### src/wwd_pkg.sv
// Shared constants and types for the window watchdog timer
package wwd_pkg;

	// Bus geometry
	localparam int ADDR_W = 4;
	localparam int DATA_W = 8;
	localparam int CNT_W = 7;

	// Register offsets
	localparam logic [ADDR_W-1:0] OFF_CTRL = 4'h0;
	localparam logic [ADDR_W-1:0] OFF_WIN = 4'h1;
	localparam logic [ADDR_W-1:0] OFF_STS = 4'h2;
	localparam logic [ADDR_W-1:0] OFF_MASK = 4'h3;

	// Field positions
	localparam int ACT_BIT = 7;
	localparam int TOP_BIT = 6;
	localparam int STS_TIMEOUT = 0;
	localparam int STS_WINDOW = 1;
	localparam int STS_SOFT = 2;
	localparam int STS_HALT = 3;
	localparam int STS_W = 4;

	// Reset values and counter rollover value
	localparam logic [CNT_W-1:0] CNT_RST = 7'h7F;
	localparam logic [CNT_W-1:0] WIN_RST = 7'h7F;
	localparam logic [STS_W-1:0] MASK_RST = 4'h0;
	localparam logic [CNT_W-1:0] CNT_ROLL = 7'h40;

	// Timing
	localparam int CLK_PERIOD_NS = 10;
	localparam int PRESCALE_CYCLES = 16384;
	localparam int RST_PULSE_NS = 30000;
	localparam int RST_PULSE_CYC = (RST_PULSE_NS + CLK_PERIOD_NS - 1) / CLK_PERIOD_NS;
	localparam int TMR_W = 13;
	localparam logic [TMR_W-1:0] RST_PULSE_LOAD = TMR_W'(RST_PULSE_CYC);
	localparam logic [TMR_W-1:0] WAKE_SHORT = 13'h0100;
	localparam logic [TMR_W-1:0] WAKE_LONG = 13'h1000;

	// Halt tracking states
	typedef enum logic [3:0] {
		HS_RUN = 4'b0001,
		HS_LAST = 4'b0010,
		HS_FROZEN = 4'b0100,
		HS_WAKE = 4'b1000
	} wwd_halt_t;

endpackage

### src/wwd_countdown.sv
// Loadable one-shot cycle timer with busy level and done pulse
`timescale 1ns/1ps
module wwd_countdown #(
	parameter int W = 13
) (
	// Clock and reset
	input wire logic mclk,
	input wire logic rst_n,
	// Control
	input wire logic start,
	input wire logic [W-1:0] load,
	// Status
	output logic busy,
	output logic done
);
	logic [W-1:0] cnt_q;
	logic [W-1:0] cnt_d;
	logic last;

	// Count down while busy, reload on an idle start
	assign last = (cnt_q == W'(1));
	assign busy = (cnt_q != '0);
	assign done = busy && last;
	assign cnt_d = busy ? cnt_q - W'(1) : (start ? load : '0);

	// Remaining cycles
	always_ff @(posedge mclk) begin
		if (!rst_n) cnt_q <= '0;
		else cnt_q <= cnt_d;
	end

	a_busy_ends: assert property (@(posedge mclk) disable iff (!rst_n)
		done |=> !busy) else $error("timer still busy after done");

endmodule

### src/wwd_prescaler.sv
// Free-running prescaler that emits one tick per period
`timescale 1ns/1ps
module wwd_prescaler #(
	parameter int PERIOD = 16384
) (
	// Clock and reset
	input wire logic mclk,
	input wire logic rst_n,
	// Tick out
	output logic tick
);
	localparam int W = $clog2(PERIOD);
	localparam logic [W-1:0] LAST = W'(PERIOD - 1);

	logic [W-1:0] cnt_q;
	logic [W-1:0] cnt_d;

	// Wrap at the last count
	assign tick = (cnt_q == LAST);
	assign cnt_d = tick ? '0 : cnt_q + W'(1);

	// Phase counter, never touched by register writes
	always_ff @(posedge mclk) begin
		if (!rst_n) cnt_q <= '0;
		else cnt_q <= cnt_d;
	end

	a_tick_spacing: assert property (@(posedge mclk) disable iff (!rst_n)
		tick |=> !tick) else $error("prescaler ticked twice in a row");

endmodule

### src/wwd_top.sv
// Window watchdog: counter, window check, activation, halt handling, reset pulse
//
// The register addresses and the plain strobed port were left to the implementer.
`timescale 1ns/1ps
module wwd_top import wwd_pkg::*; #(
	parameter int PRESCALE = PRESCALE_CYCLES
) (
	// Clock and reset
	input wire logic mclk,
	input wire logic rst_n,
	// Register port
	input wire logic [ADDR_W-1:0] reg_addr,
	input wire logic [DATA_W-1:0] reg_wdata,
	input wire logic reg_wr,
	input wire logic reg_rd,
	output logic [DATA_W-1:0] reg_rdata,
	// Option straps
	input wire logic hw_watchdog_opt,
	input wire logic halt_reset_option,
	input wire logic wake_delay_long,
	// CPU halt handshake
	input wire logic halt_req,
	input wire logic wake_irq,
	output logic halt_enter,
	output logic cpu_halted,
	// Reset and interrupt out
	output logic wd_reset_n,
	output logic irq
);

	logic [CNT_W-1:0] cnt_q;
	logic [CNT_W-1:0] cnt_d;
	logic [CNT_W-1:0] win_q;
	logic [CNT_W-1:0] win_d;
	logic act_q;
	logic act_d;
	logic [STS_W-1:0] sts_q;
	logic [STS_W-1:0] sts_d;
	logic [STS_W-1:0] mask_q;
	logic [STS_W-1:0] mask_d;
	logic [DATA_W-1:0] rdata_q;
	logic [DATA_W-1:0] rdata_d;
	logic halt_ack_q;
	wwd_halt_t hs_q;
	wwd_halt_t hs_d;

	logic tick;
	logic pulse_busy;
	logic wake_busy;
	logic wake_done;

	// Address decode
	logic wr_ctrl;
	logic wr_win;
	logic wr_sts;
	logic wr_mask;
	assign wr_ctrl = reg_wr && (reg_addr == OFF_CTRL);
	assign wr_win = reg_wr && (reg_addr == OFF_WIN);
	assign wr_sts = reg_wr && (reg_addr == OFF_STS);
	assign wr_mask = reg_wr && (reg_addr == OFF_MASK);

	// Activation: hardware mode forces active
	logic active;
	logic act_after;
	assign active = hw_watchdog_opt || act_q;
	assign act_after = active || reg_wdata[ACT_BIT];

	// Counting is allowed outside the frozen halt states
	logic count_en;
	logic step;
	assign count_en = (hs_q == HS_RUN) || (hs_q == HS_LAST);
	assign step = tick && count_en && !wr_ctrl;

	// Reset causes
	logic ev_timeout;
	logic ev_window;
	logic ev_soft;
	logic ev_halt;
	logic [STS_W-1:0] events;
	logic fire;
	assign ev_timeout = step && active && (cnt_q == CNT_ROLL);
	assign ev_window = wr_ctrl && act_after && (cnt_q > win_q);
	// Software is expected to keep the top bit set; a clear one means reset
	assign ev_soft = wr_ctrl && act_after && !reg_wdata[TOP_BIT];
	assign ev_halt = halt_req && (hs_q == HS_RUN) && active && halt_reset_option;
	assign events = {ev_halt, ev_soft, ev_window, ev_timeout};
	assign fire = |events;

	// Halt acceptance when no reset is taken instead
	logic halt_ok;
	assign halt_ok = halt_req && (hs_q == HS_RUN) && !ev_halt;

	// Counter next value: reload wins over a step, wrap below zero
	assign cnt_d = wr_ctrl ? reg_wdata[CNT_W-1:0] : (step ? cnt_q - CNT_W'(1) : cnt_q);
	// Low six bits set the number of steps before the top bit falls

	// Activate bit only ever sets, in either mode; only reset clears it
	assign act_d = act_q || (wr_ctrl && reg_wdata[ACT_BIT]);
	assign win_d = wr_win ? reg_wdata[CNT_W-1:0] : win_q;
	assign mask_d = wr_mask ? reg_wdata[STS_W-1:0] : mask_q;

	// Sticky status, a new event beats a write-one clear
	assign sts_d = (sts_q & ~(wr_sts ? reg_wdata[STS_W-1:0] : '0)) | events;

	// Read mux, unmapped offsets read zero
	logic [DATA_W-1:0] rd_mux;
	assign rd_mux = (reg_addr == OFF_CTRL) ? {active, cnt_q} :
		(reg_addr == OFF_WIN) ? {1'b0, win_q} :
		(reg_addr == OFF_STS) ? {{(DATA_W-STS_W){1'b0}}, sts_q} :
		(reg_addr == OFF_MASK) ? {{(DATA_W-STS_W){1'b0}}, mask_q} : '0;
	assign rdata_d = reg_rd ? rd_mux : '0;

	// Halt sequencing
	always_comb begin
		hs_d = hs_q;
		unique case (hs_q)
			HS_RUN: begin
				if (halt_ok) hs_d = HS_LAST;
			end
			HS_LAST: begin
				if (wake_irq) hs_d = HS_WAKE;
				else if (tick) hs_d = HS_FROZEN;
			end
			HS_FROZEN: begin
				if (wake_irq) hs_d = HS_WAKE;
			end
			HS_WAKE: begin
				if (wake_done) hs_d = HS_RUN;
			end
			default: hs_d = HS_RUN;
		endcase
	end

	// Counter and activation
	always_ff @(posedge mclk) begin
		if (!rst_n) begin
			cnt_q <= CNT_RST;
			act_q <= 1'b0;
		end else begin
			cnt_q <= cnt_d;
			act_q <= act_d;
		end
	end

	// Window, mask, status and read data
	always_ff @(posedge mclk) begin
		if (!rst_n) begin
			win_q <= WIN_RST;
			mask_q <= MASK_RST;
			sts_q <= '0;
			rdata_q <= '0;
		end else begin
			win_q <= win_d;
			mask_q <= mask_d;
			sts_q <= sts_d;
			rdata_q <= rdata_d;
		end
	end

	// Halt state and acknowledge
	always_ff @(posedge mclk) begin
		if (!rst_n) begin
			hs_q <= HS_RUN;
			halt_ack_q <= 1'b0;
		end else begin
			hs_q <= hs_d;
			halt_ack_q <= halt_ok;
		end
	end

	// Prescaler runs on regardless of register traffic
	wwd_prescaler #(
		.PERIOD(PRESCALE)
	) u_presc (
		.mclk(mclk),
		.rst_n(rst_n),
		.tick(tick)
	);

	// Reset pulse timer
	wwd_countdown #(
		.W(TMR_W)
	) u_pulse (
		.mclk(mclk),
		.rst_n(rst_n),
		.start(fire),
		.load(RST_PULSE_LOAD),
		.busy(pulse_busy),
		.done()
	);

	// Wake-up resume delay
	wwd_countdown #(
		.W(TMR_W)
	) u_wake (
		.mclk(mclk),
		.rst_n(rst_n),
		.start(hs_q != HS_WAKE && hs_d == HS_WAKE),
		.load(wake_delay_long ? WAKE_LONG : WAKE_SHORT),
		.busy(wake_busy),
		.done(wake_done)
	);

	// Outputs
	assign reg_rdata = rdata_q;
	assign wd_reset_n = !pulse_busy;
	assign irq = |(sts_q & mask_q);
	assign halt_enter = halt_ack_q;
	assign cpu_halted = (hs_q != HS_RUN);

	// Length of the reset pulse, helper count
	logic [TMR_W-1:0] low_cnt_q;
	always_ff @(posedge mclk) begin
		if (!rst_n) low_cnt_q <= '0;
		else low_cnt_q <= pulse_busy ? low_cnt_q + TMR_W'(1) : '0;
	end

	a_pulse_length: assert property (@(posedge mclk) disable iff (!rst_n)
		low_cnt_q <= RST_PULSE_LOAD) else $error("reset pulse too long");

	a_pulse_full: assert property (@(posedge mclk) disable iff (!rst_n)
		$rose(wd_reset_n) |-> (low_cnt_q == RST_PULSE_LOAD))
		else $error("reset pulse released early");

	a_timeout_reset: assert property (@(posedge mclk) disable iff (!rst_n)
		(step && active && cnt_q == 7'h40) |=> !wd_reset_n ##1 !wd_reset_n)
		else $error("no reset on counter rollover");

	a_window_reset: assert property (@(posedge mclk) disable iff (!rst_n)
		(wr_ctrl && act_after && cnt_q > win_q) |=> !wd_reset_n && sts_q[STS_WINDOW])
		else $error("early reload did not reset");

	a_soft_reset: assert property (@(posedge mclk) disable iff (!rst_n)
		(wr_ctrl && reg_wdata[ACT_BIT] && !reg_wdata[TOP_BIT]) |=> !wd_reset_n)
		else $error("software reset missing");

	a_halt_reset: assert property (@(posedge mclk) disable iff (!rst_n)
		(halt_req && hs_q == HS_RUN && active && halt_reset_option)
		|=> !wd_reset_n && !cpu_halted && !halt_enter)
		else $error("halt not turned into reset");

	a_hw_active: assert property (@(posedge mclk) disable iff (!rst_n)
		(hw_watchdog_opt && reg_rd && reg_addr == OFF_CTRL) |=> reg_rdata[ACT_BIT])
		else $error("hardware mode not shown as active");

	a_act_sticky: assert property (@(posedge mclk) disable iff (!rst_n)
		act_q |=> act_q) else $error("activate bit cleared without reset");

	a_counter_step: assert property (@(posedge mclk) disable iff (!rst_n)
		(tick && count_en && !wr_ctrl) |=> cnt_q == CNT_W'($past(cnt_q) - 7'h01))
		else $error("counter did not step down");

	a_counter_hold: assert property (@(posedge mclk) disable iff (!rst_n)
		(hs_q == HS_FROZEN && !wr_ctrl) |=> $stable(cnt_q))
		else $error("frozen counter moved");

	a_reset_value: assert property (@(posedge mclk)
		!rst_n |=> cnt_q == 7'h7F && !act_q) else $error("bad control reset value");

	a_wake_resume: assert property (@(posedge mclk) disable iff (!rst_n)
		(hs_q == HS_WAKE && wake_done) |=> !cpu_halted)
		else $error("no resume after wake delay");

	a_wake_busy: assert property (@(posedge mclk) disable iff (!rst_n)
		(hs_q == HS_WAKE) |-> wake_busy)
		else $error("wake delay not running");

	a_frozen_quiet: assert property (@(posedge mclk) disable iff (!rst_n)
		(hs_q == HS_FROZEN || hs_q == HS_WAKE) |-> !ev_timeout)
		else $error("timeout raised while halted");

	a_halt_grant: assert property (@(posedge mclk) disable iff (!rst_n)
		(halt_req && hs_q == HS_RUN && !(active && halt_reset_option))
		|=> halt_enter && cpu_halted)
		else $error("halt not granted");

	a_halt_ignored: assert property (@(posedge mclk) disable iff (!rst_n)
		(halt_req && hs_q != HS_RUN) |=> !halt_enter)
		else $error("halt granted while halted");

	// Register port, status and interrupt
	a_rdata_idle: assert property (@(posedge mclk) disable iff (!rst_n)
		!reg_rd |=> reg_rdata == '0)
		else $error("read data outside read cycle");

	a_reload_wins: assert property (@(posedge mclk) disable iff (!rst_n)
		wr_ctrl |=> cnt_q == CNT_W'($past(reg_wdata)))
		else $error("control write not loaded");

	a_status_sticky: assert property (@(posedge mclk) disable iff (!rst_n)
		!wr_sts |=> (sts_q & $past(sts_q)) == $past(sts_q))
		else $error("status bit lost without clear");

	a_irq_follows: assert property (@(posedge mclk) disable iff (!rst_n)
		((|(events & mask_q)) && !wr_mask) |=> irq)
		else $error("unmasked event gave no interrupt");

	// Reset pulse start and quiet when disabled
	a_pulse_start: assert property (@(posedge mclk) disable iff (!rst_n)
		(fire && wd_reset_n) |=> !wd_reset_n)
		else $error("reset pulse did not start");

	a_idle_quiet: assert property (@(posedge mclk) disable iff (!rst_n)
		(!active && !(wr_ctrl && reg_wdata[ACT_BIT]) && wd_reset_n) |=> wd_reset_n)
		else $error("reset while watchdog disabled");

endmodule

### config.mk
export PLATFORM = sky130hd
export DESIGN_NAME = wwd_top
export DESIGN_NICKNAME = d
export VERILOG_FILES = /design/src/wwd_pkg.sv /design/src/wwd_countdown.sv /design/src/wwd_prescaler.sv /design/src/wwd_top.sv
export SDC_FILE = /design/constraint.sdc
export NUM_CORES = 1
export LEC_CHECK = 0
export BUFFER_PORTS_ARGS = -buffer_cell sky130_fd_sc_hd__buf_2
export CORE_ASPECT_RATIO = 1.75
export CORE_MARGIN = 10
export CORE_UTILIZATION = 38
export CTS_CLUSTER_SIZE = 20
export DETAILED_ROUTE_END_ITERATION = 6
export GPL_ROUTABILITY_DRIVEN = 0
export RECOVER_POWER = 100
export SLEW_MARGIN = 15
export SYNTH_ARGS = -nofsm -noshare
export SYNTH_HDL_FRONTEND = slang
export SYNTH_SLANG_ARGS = --single-unit
### constraint.sdc
create_clock -name mclk -period 4.3 [get_ports mclk]
set_input_delay 0.86 -clock mclk [delete_from_list [all_inputs] [get_ports mclk]]
set_output_delay 0.86 -clock mclk [all_outputs]
set_load 0.1 [all_outputs]
==> results of run 1 <==
-- worst paths after layout --
kind | start | end | slack (ns) | cells after the start
hold reg to reg | u_presc.cnt_q[0] | u_presc.cnt_q[0] | 0.46 | 1
setup / recovery | u_pulse.cnt_q[0] | wd_reset_n | 1.10 | 7
hold / removal | u_presc.cnt_q[0] | u_presc.cnt_q[0] | 0.46 | 1
setup reg to reg | u_pulse.cnt_q[0] | u_pulse.cnt_q[4] | 1.47 | 7
-- cell families (layout without fill, tap and decap cells) --
family	after synthesis	after routing	synth area share (%)
compound gates	55	55	10.5
xor+xnor	32	32	7.62
fa+ha+maj	13	13	4.42
buf+inv	35	69	3.88
flops	76	76	41.4
mux	12	12	4.29
simple gates	189	189	27.9
-- metal layers --
layer,global-route usage [%],vias to the layer above,part of all wire [%]
met4,6.11,0,2.9
met3,3.79,15,4.3
met1,12.7,1406,39
li1,-,1516,-
met5,0,-,0
met2,22.9,40,54
-- sequential cells by signal, indices dropped and copies added (netlist names) --
signal and flops:
u_pulse.cnt_q 13, mask_q 4, act_q 1, halt_enter 1, cnt_q 7, u_wake.cnt_q 13
u_presc.cnt_q 14, reg_rdata 8, sts_q 4, win_q 7, hs_q 4
-- cells in the final DEF, fill, tap and decap left out, drive strengths merged, types with 2 or more instances in the layout --
cell | Yosys | layout
a21oi | 15 | 15
a22o | 2 | 2
a22oi | 2 | 2
a31oi | 4 | 4
and2 | 3 | 3
and3 | 8 | 8
and4 | 3 | 3
buf | 5 | 19
bufinv | 0 | 2
clkbuf | 9 | 24
clkinv | 0 | 3
dfxtp | 76 | 76
ha | 13 | 13
inv | 21 | 21
mux2i | 9 | 9
mux4 | 3 | 3
nand2 | 33 | 33
nand2b | 4 | 4
nand3 | 18 | 18
nand3b | 5 | 5
nand4 | 6 | 6
nand4b | 3 | 3
nor2 | 58 | 58
nor2b | 4 | 4
nor3 | 19 | 19
nor3b | 3 | 3
nor4 | 10 | 10
o211ai | 8 | 8
o21ai | 9 | 9
o41ai | 3 | 3
or2 | 3 | 3
or3 | 2 | 2
or4 | 6 | 6
xnor2 | 18 | 18
xor2 | 14 | 14
-- critical path: cells and delay by family (launching register included) --
family / cells / cell delay (ns)
buf+inv: 3 / 0.56
fa+ha+maj: 1 / 0.17
flops: 1 / 0.34
simple gates: 3 / 0.94
-- per-stage QoR --
step           utilization, %  instance area (um^2)  std cells  hold slack [ns]
6_report                 44.2                  4190        568            0.465
5_1_grt                  44.2                  4190        568            0.498
4_1_cts                  44.8                  4250        568            0.470
3_5_place_dp             41.5                  3930        552            0.458
3_3_place_gp             41.5                  3930        552            0.446
2_1_floorplan               -                  3680        412            0.430
-- cell type report --
cell class	count	area, um^2	area share, %
Sequential cell	76	1520	36.4
Multi-Input combinational cell	301	1970	47.1
Timing Repair Buffer	32	144	3.44
Clock inverter	5	75.1	1.79
Tap cell	122	153	3.65
Inverter	21	78.8	1.88
Clock buffer	11	243	5.80
-- power breakdown --
group	leakage, nW	internal, mW	switching (mW)
clock network	0.159	0.520	0.281
logic	0.894	0.274	0.395
registers	0.620	0.812	0.111
==> tab_implementation.tex, run 1 <==
\begin{tabular}{lr}
\hline
Metric & Value \\
\hline
\multicolumn{2}{l}{\textbf{Clock network}} \\
Library cell used as clock root buffer & clkbuf\_16 \\
\# H-tree levels & 3 \\
Total clock sinks & 76 \\
TritonCTS clock tree & yes \\
TritonCTS buffer count & 9 \\
Post-CTS sizing & 0 \\
Clock-pin transition on the worst setup and hold timing paths & 0.06 ns \\
CTS Hold Bufs & 0 \\
Largest buffer count on any clock path & 2 \\
Count of buffers added by post-CTS timing repair for setup & 0 \\
Clock insertion delay at the later pin of the skew report & 0.34 ns \\
\multicolumn{2}{l}{\textbf{Cells and area}} \\
Area growth syn-to-layout & 13.8\% \\
Final Net Count & 475 \\
Layout cells sized above 1 & 10.8\% \\
Number of fill cells in the layout & 950 \\
Number of antenna cells inserted & 0 \\
\multicolumn{2}{l}{\textbf{Logic synthesis}} \\
Library cell occupying the most area in the post-synthesis netlist & dfxtp\_1 \\
Dominant cell by count in the synthesized netlist & dfxtp\_1 \\
Primary flip-flop cell chosen by synthesis mapping & dfxtp\_1 \\
Async set-or-reset flop fraction in the synthesized netlist & 0\% \\
Warnings from Yosys & 0 \\
Post-synthesis average cell area & 8.93 um\^{}2 \\
Number of cells produced by synthesis & 412 \\
Number of synthesized register bits & 76 \\
Synth top area share & 41.4\% \\
Mapped Area & 3680 um\^{}2 \\
Most numerous cell types in the synthesized netlist & dfxtp\_1, nor2\_1, nand2\_1 \\
Post-synth EDFFs & 0 \\
Synthesized net count & 446 \\
Synth top area cells & dfxtp\_1, nor2\_1, ha\_1 \\
Sequential cell area fraction in the yosys report & 41.4\% \\
Number of distinct library cells after synthesis & 61 \\
\multicolumn{2}{l}{\textbf{Worst hold path}} \\
Worst hold path type & reg -> reg \\
\multicolumn{2}{l}{\textbf{Detailed routing}} \\
Total Routed Length & 8.38 mm \\
Antenna-violating nets left & 0 \\
Number of violations reported at the end of detailed-routing iteration 0 & 154 \\
DRC violation count after routing & 0 \\
First-pass iteration count of the detailed router & 4 \\
Routed wire length per instance & 14.8 um \\
DR vias & 2,977 \\
Routed vias/inst & 5.24 \\
\multicolumn{2}{l}{\textbf{STA}} \\
Setup TNS after final layout & 0 ns \\
Crit share post-route & 74.4\% \\
Slew HR & 17.8\% \\
Crit path time final & 3.20 ns \\
Number of max-slew violations in the final report & 0 \\
Setup repair after global routing missed its margin & no \\
Maximum frequency from static timing analysis & 313 MHz \\
Final number of hold-violating endpoints & 0 \\
Worst slew pin tran & 1.23 ns \\
Worst setup skew after layout & 0.00529 ns \\
Setup slack after layout & 1.10 ns \\
Final setup vio count & 0 \\
\multicolumn{2}{l}{\textbf{Power}} \\
Power density over the cells & 572 nW/um\^{}2 \\
PnR Total Power & 2.39 mW \\
Static leakage power & 1.67 nW \\
Worst voltage drop across the vdd grid & 0.376 mV \\
\multicolumn{2}{l}{\textbf{Die}} \\
Initial Utilization & 38.9\% \\
Number of standard-cell rows in the floorplan & 47 \\
Die width & 94.4 um \\
Core ar. & 9470 um\^{}2 \\
Die extent in y & 150 um \\
I/O pin cnt & 33 \\
Die area & 14,200 um\^{}2 \\
\multicolumn{2}{l}{\textbf{Setup path}} \\
Slowest cell on the critical path & nor3b\_1 \\
Maximum cell stage delay along the critical path & 0.45 ns \\
Cell breakdown of the critical path & inv\_1 -> ha\_1 -> nor3b\_1 -> nand3\_1 -> or2\_1 -> inv\_1 -> buf\_2 \\
Endpoint kind of the worst setup timing path & primary output \\
Top fanout value on the critical path & 8 \\
Required time of the critical path & 3.44 ns \\
Setup CP Type & reg -> out \\
CP Data Arrival Time & 2.34 ns \\
Most repeated library cell on the critical path & inv\_1 \\
Sort of element at the start of the critical path & flip-flop \\
\multicolumn{2}{l}{\textbf{Global routing}} \\
Maximum number of pins on one net before global-route repair & 28 \\
GRT overflow & 0 \\
Vias in the first global route & 3,055 \\
GR Util All Layers & 12.7\% \\
Global-route wire length before repair & 14.2 mm \\
Initial antenna violation count & 0 \\
\multicolumn{2}{l}{\textbf{Placed design}} \\
Placement-stage worst setup slack & 1.57 ns \\
Post-detailed-placement half-perimeter wirelength & 6.41 mm \\
Number of I/O port buffers & 32 \\
\multicolumn{2}{l}{\textbf{Run status}} \\
Status & finished, final reports clean \\
\multicolumn{2}{l}{\textbf{Flow run}} \\
Max Cap Violations & 0 \\
\hline
\end{tabular}
(Power assumes the default switching activity.)
==> run 2, diff against run 1 <==
Clock period 4.3 ns to 3.2 ns, I/O delays scaled along.
==> tab_implementation.tex, run 2 (synthesis results as in run 1) <==
\begin{tabular}{lr}
\hline
Metric & Value \\
\hline
\multicolumn{2}{l}{\textbf{Run status}} \\
Status & finished, final reports clean (unchanged) \\
\multicolumn{2}{l}{\textbf{Setup path}} \\
Setup CP Type & reg -> out (unchanged) \\
CP Data Arrival Time & 2.25 ns (was 2.34 ns) \\
Top fanout value on the critical path & 8 (unchanged) \\
Sort of element at the start of the critical path & flip-flop (unchanged) \\
Required time of the critical path & 2.56 ns (was 3.44 ns) \\
Endpoint kind of the worst setup timing path & primary output (unchanged) \\
\multicolumn{2}{l}{\textbf{Detailed routing}} \\
Routed vias/inst & 5.32 (was 5.24) \\
Number of violations reported at the end of detailed-routing iteration 0 & 130 (was 154) \\
Total Routed Length & 8.63 mm (was 8.38 mm) \\
DR vias & 3,032 (was 2,977) \\
Antenna-violating nets left & 0 (unchanged) \\
DRC violation count after routing & 0 (unchanged) \\
First-pass iteration count of the detailed router & 4 (unchanged) \\
Routed wire length per instance & 15.1 um (was 14.8 um) \\
\multicolumn{2}{l}{\textbf{Clock network}} \\
CTS Hold Bufs & 0 (unchanged) \\
Largest buffer count on any clock path & 2 (unchanged) \\
\# H-tree levels & 3 (unchanged) \\
TritonCTS buffer count & 9 (unchanged) \\
Post-CTS sizing & 0 (unchanged) \\
TritonCTS clock tree & yes (unchanged) \\
Total clock sinks & 76 (unchanged) \\
Count of buffers added by post-CTS timing repair for setup & 0 (unchanged) \\
Clock insertion delay at the later pin of the skew report & 0.33 ns (was 0.34 ns) \\
Library cell used as clock root buffer & clkbuf\_16 (unchanged) \\
Clock-pin transition on the worst setup and hold timing paths & 0.05 ns (was 0.06 ns) \\
\multicolumn{2}{l}{\textbf{Die}} \\
Number of standard-cell rows in the floorplan & 47 (unchanged) \\
I/O pin cnt & 33 (unchanged) \\
Die area & 14,200 um\^{}2 (unchanged) \\
Die width & 94.4 um (unchanged) \\
Core ar. & 9470 um\^{}2 (unchanged) \\
Die extent in y & 150 um (unchanged) \\
Initial Utilization & 38.9\% (unchanged) \\
\multicolumn{2}{l}{\textbf{Power}} \\
Cell internal pwr & 2.09 mW (was 1.61 mW) \\
Sequential group share of total power & 39.6\% (was 38.6\%) \\
Clock Power Share & 32.3\% (was 33.5\%) \\
Switching Power & 1.04 mW (was 787 uW) \\
Power density over the cells & 754 nW/um\^{}2 (was 572 nW/um\^{}2) \\
Power share of the combinational group & 28.2\% (was 27.9\%) \\
Static leakage power & 1.66 nW (was 1.67 nW) \\
Switching power share of the total & 33.3\% (was 32.9\%) \\
Worst voltage drop across the vdd grid & 0.459 mV (was 0.376 mV) \\
\multicolumn{2}{l}{\textbf{STA}} \\
Setup repair after global routing missed its margin & no (unchanged) \\
Slew HR & 20.2\% (was 17.8\%) \\
Worst slew pin tran & 1.20 ns (was 1.23 ns) \\
Final number of hold-violating endpoints & 0 (unchanged) \\
Crit share post-route & 90.4\% \\
Worst hold margin & 0.476 ns (was 0.465 ns) \\
Setup TNS after final layout & 0 ns (unchanged) \\
Maximum frequency from static timing analysis & 346 MHz \\
Crit path time final & 2.89 ns \\
Final setup vio count & 0 (unchanged) \\
Worst setup skew after layout & 0.00580 ns (was 0.00529 ns) \\
Number of max-slew violations in the final report & 0 (unchanged) \\
\multicolumn{2}{l}{\textbf{Placed design}} \\
Number of I/O port buffers & 32 (unchanged) \\
Post-detailed-placement half-perimeter wirelength & 6.64 mm (was 6.41 mm) \\
\multicolumn{2}{l}{\textbf{Global routing}} \\
Maximum number of pins on one net before global-route repair & 24 (was 28) \\
Vias in the first global route & 3,063 (was 3,055) \\
GRT overflow & 0 (unchanged) \\
Initial antenna violation count & 0 (unchanged) \\
GR Util All Layers & 12.8\% (was 12.7\%) \\
Global-route wire length before repair & 14.5 mm (was 14.2 mm) \\
\multicolumn{2}{l}{\textbf{Cells and area}} \\
Register containing the most flip-flops in the final layout & u\_presc.cnt\_q (unchanged) \\
Final Net Count & 477 (was 475) \\
Layout cells sized above 1 & 10.3\% (was 10.8\%) \\
Largest registers in the final layout & u\_presc.cnt\_q (14), u\_pulse.cnt\_q (13), u\_wake.cnt\_q (13) (unchanged) \\
Area growth syn-to-layout & 13.0\% (was 13.8\%) \\
Number of fill cells in the layout & 970 (was 950) \\
Leading cell type in the layout, fill and taps excluded & dfxtp\_1 (unchanged) \\
Number of antenna cells inserted & 0 (unchanged) \\
Highest-count cells in the layout ignoring fill and taps & dfxtp\_1, nor2\_1, nand2\_1, inv\_1, nor3\_1 (was dfxtp\_1, nor2\_1, nand2\_1, inv\_1, buf\_2) \\
Max FFs per register & 14 (unchanged) \\
\multicolumn{2}{l}{\textbf{Flow run}} \\
Max Cap Violations & 0 (unchanged) \\
\multicolumn{2}{l}{\textbf{Worst hold path}} \\
Worst hold path type & reg -> reg (unchanged) \\
\hline
\end{tabular}
==> run 2: cell count changes in the layout (fill, tap and decap cells not counted), sizes merged <==
cell,previous run,this run
bufinv,2,1
clkbuf,24,27
clkinv,3,2
clkinvlp,0,1
==> run 2: metrics by stage <==
| step | power [mW] | instances | setup slack (ns) | utilization (%) | instance area [um^2] |
|---|---|---|---|---|---|
| floorplan | 2.00 | 412 | 0.709 | - | 3680 |
| global placement | 2.16 | 554 | 0.767 | 41.6 | 3940 |
| detailed placement | 2.19 | 554 | 0.727 | 41.6 | 3940 |
| CTS | 3.22 | 570 | 0.356 | 44.9 | 4250 |
| global route | 3.35 | 570 | 0.132 | 43.9 | 4160 |
| finish | 3.13 | 570 | 0.308 | 43.9 | 4160 |
==> run 2: power by group through the flow <==
stage               Sequential, mW  Clock (mW)  Combinational, mW
floorplan                     1.25           0              0.751
CTS                           1.25        1.04              0.928
global route                  1.26        1.08               1.00
global placement              1.26           0              0.906
finish                        1.24        1.01              0.882
detailed placement            1.26           0              0.923
==> run 2: routing by layer <==
| metal | track usage (%) | part of all wire (%) | vias up |
|---|---|---|---|
| met5 | 0 | 0 | - |
| met4 | 5.80 | 1.8 | 0 |
| met3 | 3.24 | 4.2 | 11 |
| met2 | 24.1 | 56 | 47 |
| met1 | 12.5 | 38 | 1454 |
| li1 | - | - | 1520 |
==> run 2: worst paths after layout <==
check	slack (ns)	endpoint	depth (start not counted)	start
worst max-delay path	0.31	wd_reset_n	7	u_pulse.cnt_q[0]
worst min-delay path	0.48	u_pulse.cnt_q[0]	1	u_pulse.cnt_q[0]
worst max register to register	0.47	u_pulse.cnt_q[7]	7	u_pulse.cnt_q[0]
worst min register to register	0.48	u_pulse.cnt_q[0]	1	u_pulse.cnt_q[0]
==> run 2: worst max-delay path, cell delays in order (launching register included) <==
cell and delay [ns]:
dfxtp_1 0.34, inv_1 0.07, ha_1 0.17, nor3b_2 0.29, nand3_1 0.13, or2_0 0.37
inv_1 0.10, clkbuf_2 0.45
==> run 2: area by class of cell <==
class | instances | area (um^2) | area share [%]
Tap cell | 122 | 153 | 3.67
Sequential cell | 76 | 1520 | 36.6
Clock inverter | 4 | 47.5 | 1.14
Timing Repair Buffer | 34 | 156 | 3.76
Inverter | 21 | 78.8 | 1.90
Clock buffer | 12 | 256 | 6.17
Multi-Input combinational cell | 301 | 1940 | 46.8
==> run 3, diff against run 2 <==
Settings changed: SYNTH_HIERARCHICAL set to 1.
==> tab_implementation.tex, run 3 <==
\begin{tabular}{lr}
\hline
Metric & Value \\
\hline
\multicolumn{2}{l}{\textbf{Setup path}} \\
Register-to-register path setup slack & 0.30 ns (was 0.47 ns) \\
Cell breakdown of the critical path & or4\_1 -> nor4\_4 -> and2\_1 -> inv\_2 -> inv\_1 -> buf\_12 (was inv\_1 -> ha\_1 -> nor3b\_2 -> nand3\_1 -> or2\_0 -> inv\_1 -> clkbuf\_2) \\
Crit path buf inv count & 3 (unchanged) \\
Required time of the critical path & 2.56 ns (about the same) \\
Slowest cell on the critical path & or4\_1 (was clkbuf\_2) \\
CP Data Arrival Time & 2.29 ns (was 2.25 ns) \\
Top fanout value on the critical path & 7 (was 8) \\
Endpoint kind of the worst setup timing path & primary output (unchanged) \\
Maximum cell stage delay along the critical path & 0.64 ns (was 0.45 ns) \\
CP delay by family, top & simple AND/OR/NAND/NOR gates (unchanged) \\
Sort of element at the start of the critical path & flip-flop (unchanged) \\
Setup CP Type & reg -> out (unchanged) \\
\multicolumn{2}{l}{\textbf{Global routing}} \\
GRT overflow & 0 (unchanged) \\
Initial antenna violation count & 0 (unchanged) \\
Met2 track utilization from global routing & 23.7\% (was 24.1\%) \\
GR Util All Layers & 12.4\% (was 12.8\%) \\
Maximum number of pins on one net before global-route repair & 28 (was 24) \\
Global-route wire length before repair & 16.4 mm (was 14.5 mm) \\
M3 GR Usage & 2.26\% (was 3.24\%) \\
Global route hottest layer & met2 (unchanged) \\
Vias in the first global route & 3,460 (was 3,063) \\
GR Util met1 & 12.1\% (was 12.5\%) \\
\multicolumn{2}{l}{\textbf{Detailed routing}} \\
Antenna-violating nets left & 0 (unchanged) \\
DRC violation count after routing & 0 (unchanged) \\
First-pass iteration count of the detailed router & 6 (was 4) \\
Routed vias/inst & 5.25 (was 5.32) \\
Number of violations reported at the end of detailed-routing iteration 0 & 96 (was 130) \\
DR vias & 3,436 (was 3,032) \\
Total Routed Length & 9.67 mm (was 8.63 mm) \\
Routed wire length per instance & 14.8 um (was 15.1 um) \\
\multicolumn{2}{l}{\textbf{Power}} \\
Worst voltage drop across the vdd grid & 0.412 mV (was 0.459 mV) \\
Power density over the cells & 759 nW/um\^{}2 (was 754 nW/um\^{}2) \\
Static leakage power & 1.95 nW (was 1.66 nW) \\
Cell internal pwr & 2.33 mW (was 2.09 mW) \\
Power share of the combinational group & 35.6\% (was 28.2\%) \\
Switching Power & 1.30 mW (was 1.04 mW) \\
Switching power share of the total & 35.8\% (was 33.3\%) \\
Sequential group share of total power & 34.3\% (was 39.6\%) \\
Clock Power Share & 30.1\% (was 32.3\%) \\
\multicolumn{2}{l}{\textbf{Clock network}} \\
Largest buffer count on any clock path & 2 (unchanged) \\
Clock insertion delay at the later pin of the skew report & 0.34 ns (was 0.33 ns) \\
\# H-tree levels & 3 (unchanged) \\
TritonCTS buffer count & 9 (unchanged) \\
Total clock sinks & 76 (unchanged) \\
CTS Hold Bufs & 0 (unchanged) \\
Library cell used as clock root buffer & clkbuf\_16 (unchanged) \\
TritonCTS clock tree & yes (unchanged) \\
Clock-pin transition on the worst setup and hold timing paths & 0.06 ns (was 0.05 ns) \\
Post-CTS sizing & 0 (unchanged) \\
Count of buffers added by post-CTS timing repair for setup & 0 (unchanged) \\
\multicolumn{2}{l}{\textbf{Cells and area}} \\
Max FFs per register & 14 (unchanged) \\
Area growth syn-to-layout & 14.2\% (was 13.0\%) \\
Number of antenna cells inserted & 0 (unchanged) \\
Highest-count cells in the layout ignoring fill and taps & dfxtp\_1, nand2\_1, nor2\_1, a21oi\_1, conb\_1 (was dfxtp\_1, nor2\_1, nand2\_1, inv\_1, nor3\_1) \\
Layout cells sized above 1 & 13.2\% (was 10.3\%) \\
Leading cell type in the layout, fill and taps excluded & dfxtp\_1 (unchanged) \\
Largest registers in the final layout & u\_presc/cnt\_q (14), u\_pulse/cnt\_q (13), u\_wake/cnt\_q (13) (was u\_presc.cnt\_q (14), u\_pulse.cnt\_q (13), u\_wake.cnt\_q (13)) \\
Register containing the most flip-flops in the final layout & u\_presc/cnt\_q (was u\_presc.cnt\_q) \\
Final Net Count & 554 (was 477) \\
\multicolumn{2}{l}{\textbf{STA}} \\
Number of max-slew violations in the final report & 0 (unchanged) \\
Crit share post-route & 91.6\% (was 90.4\%) \\
Final number of hold-violating endpoints & 0 (unchanged) \\
Final setup vio count & 0 (unchanged) \\
Worst setup skew after layout & 0.00961 ns (was 0.00580 ns) \\
Crit path time final & 2.93 ns (was 2.89 ns) \\
Setup repair after global routing missed its margin & no (unchanged) \\
Maximum frequency from static timing analysis & 341 MHz (was 346 MHz) \\
Worst slew pin tran & 1.30 ns (was 1.20 ns) \\
Setup TNS after final layout & 0 ns (unchanged) \\
Slew HR & 13.3\% (was 20.2\%) \\
Worst hold margin & 0.473 ns (was 0.476 ns) \\
Setup slack after layout & 0.268 ns (was 0.308 ns) \\
\multicolumn{2}{l}{\textbf{Run status}} \\
Status & finished, final reports clean (unchanged) \\
\multicolumn{2}{l}{\textbf{Die}} \\
Initial Utilization & 38.9\% (about the same) \\
Die area & 15,800 um\^{}2 (was 14,200 um\^{}2) \\
Core ar. & 10,800 um\^{}2 (was 9470 um\^{}2) \\
Die width & 99.4 um (was 94.4 um) \\
I/O pin cnt & 33 (unchanged) \\
Number of standard-cell rows in the floorplan & 50 (was 47) \\
Die extent in y & 159 um (was 150 um) \\
\multicolumn{2}{l}{\textbf{Logic synthesis}} \\
Number of cells produced by synthesis & 472 (was 412) \\
Post-synthesis average cell area & 8.88 um\^{}2 (was 8.93 um\^{}2) \\
Warnings from Yosys & 6 (was 0) \\
Mapped Area & 4190 um\^{}2 (was 3680 um\^{}2) \\
\multicolumn{2}{l}{\textbf{Placed design}} \\
Number of I/O port buffers & 32 (unchanged) \\
Placement-stage worst setup slack & 0.425 ns (was 0.727 ns) \\
Post-detailed-placement half-perimeter wirelength & 7.35 mm (was 6.64 mm) \\
\multicolumn{2}{l}{\textbf{Worst hold path}} \\
Worst hold path type & reg -> reg (unchanged) \\
\multicolumn{2}{l}{\textbf{Flow run}} \\
Max Cap Violations & 0 (unchanged) \\
\hline
\end{tabular}
## run 3: metal layers
metal  up-vias  part of all wire [%]
met5         -                     0
met3        20                   2.7
met1      1593                    39
met4         0                   2.9
met2        58                    55
li1       1765                     -
## run 3: power by group through the flow
stage / Clock, mW / Combinational (mW) / Sequential, mW
finish: 1.09 / 1.29 / 1.25
global route: 1.16 / 1.43 / 1.27
CTS: 1.12 / 1.33 / 1.24
detailed placement: 0 / 1.32 / 1.26
global placement: 0 / 1.31 / 1.26
floorplan: 0 / 1.09 / 1.23
## run 3: final cells by class
class / count / area [um^2]
Timing Repair Buffer: 40 / 205
Fill cell: 1079 / 5980
Inverter: 23 / 86.3
Clock buffer: 12 / 246
Sequential cell: 76 / 1520
Tap cell: 130 / 163
Multi-Input combinational cell: 369 / 2490
Clock inverter: 4 / 72.6
## run 3: path summary, 6_finish.rpt
check / cells after the start / endpoint / start
max: 6 / wd_reset_n / u_pulse/cnt_q[7]
min: 1 / u_presc/cnt_q[0] / u_presc/cnt_q[0]
max reg2reg: 12 / u_pulse/cnt_q[11] / u_presc/cnt_q[0]
min reg2reg: 1 / u_presc/cnt_q[0] / u_presc/cnt_q[0]
## run 3: stage by stage
stage	utilization, %	cell area, um^2	cells	power, mW
final	44.5	4780	654	3.63
after global routing	44.5	4780	654	3.86
after CTS	44.9	4840	654	3.69
after detailed placement	42.0	4520	638	2.59
after global placement	42.0	4520	638	2.57
after floorplan	-	4270	494	2.32
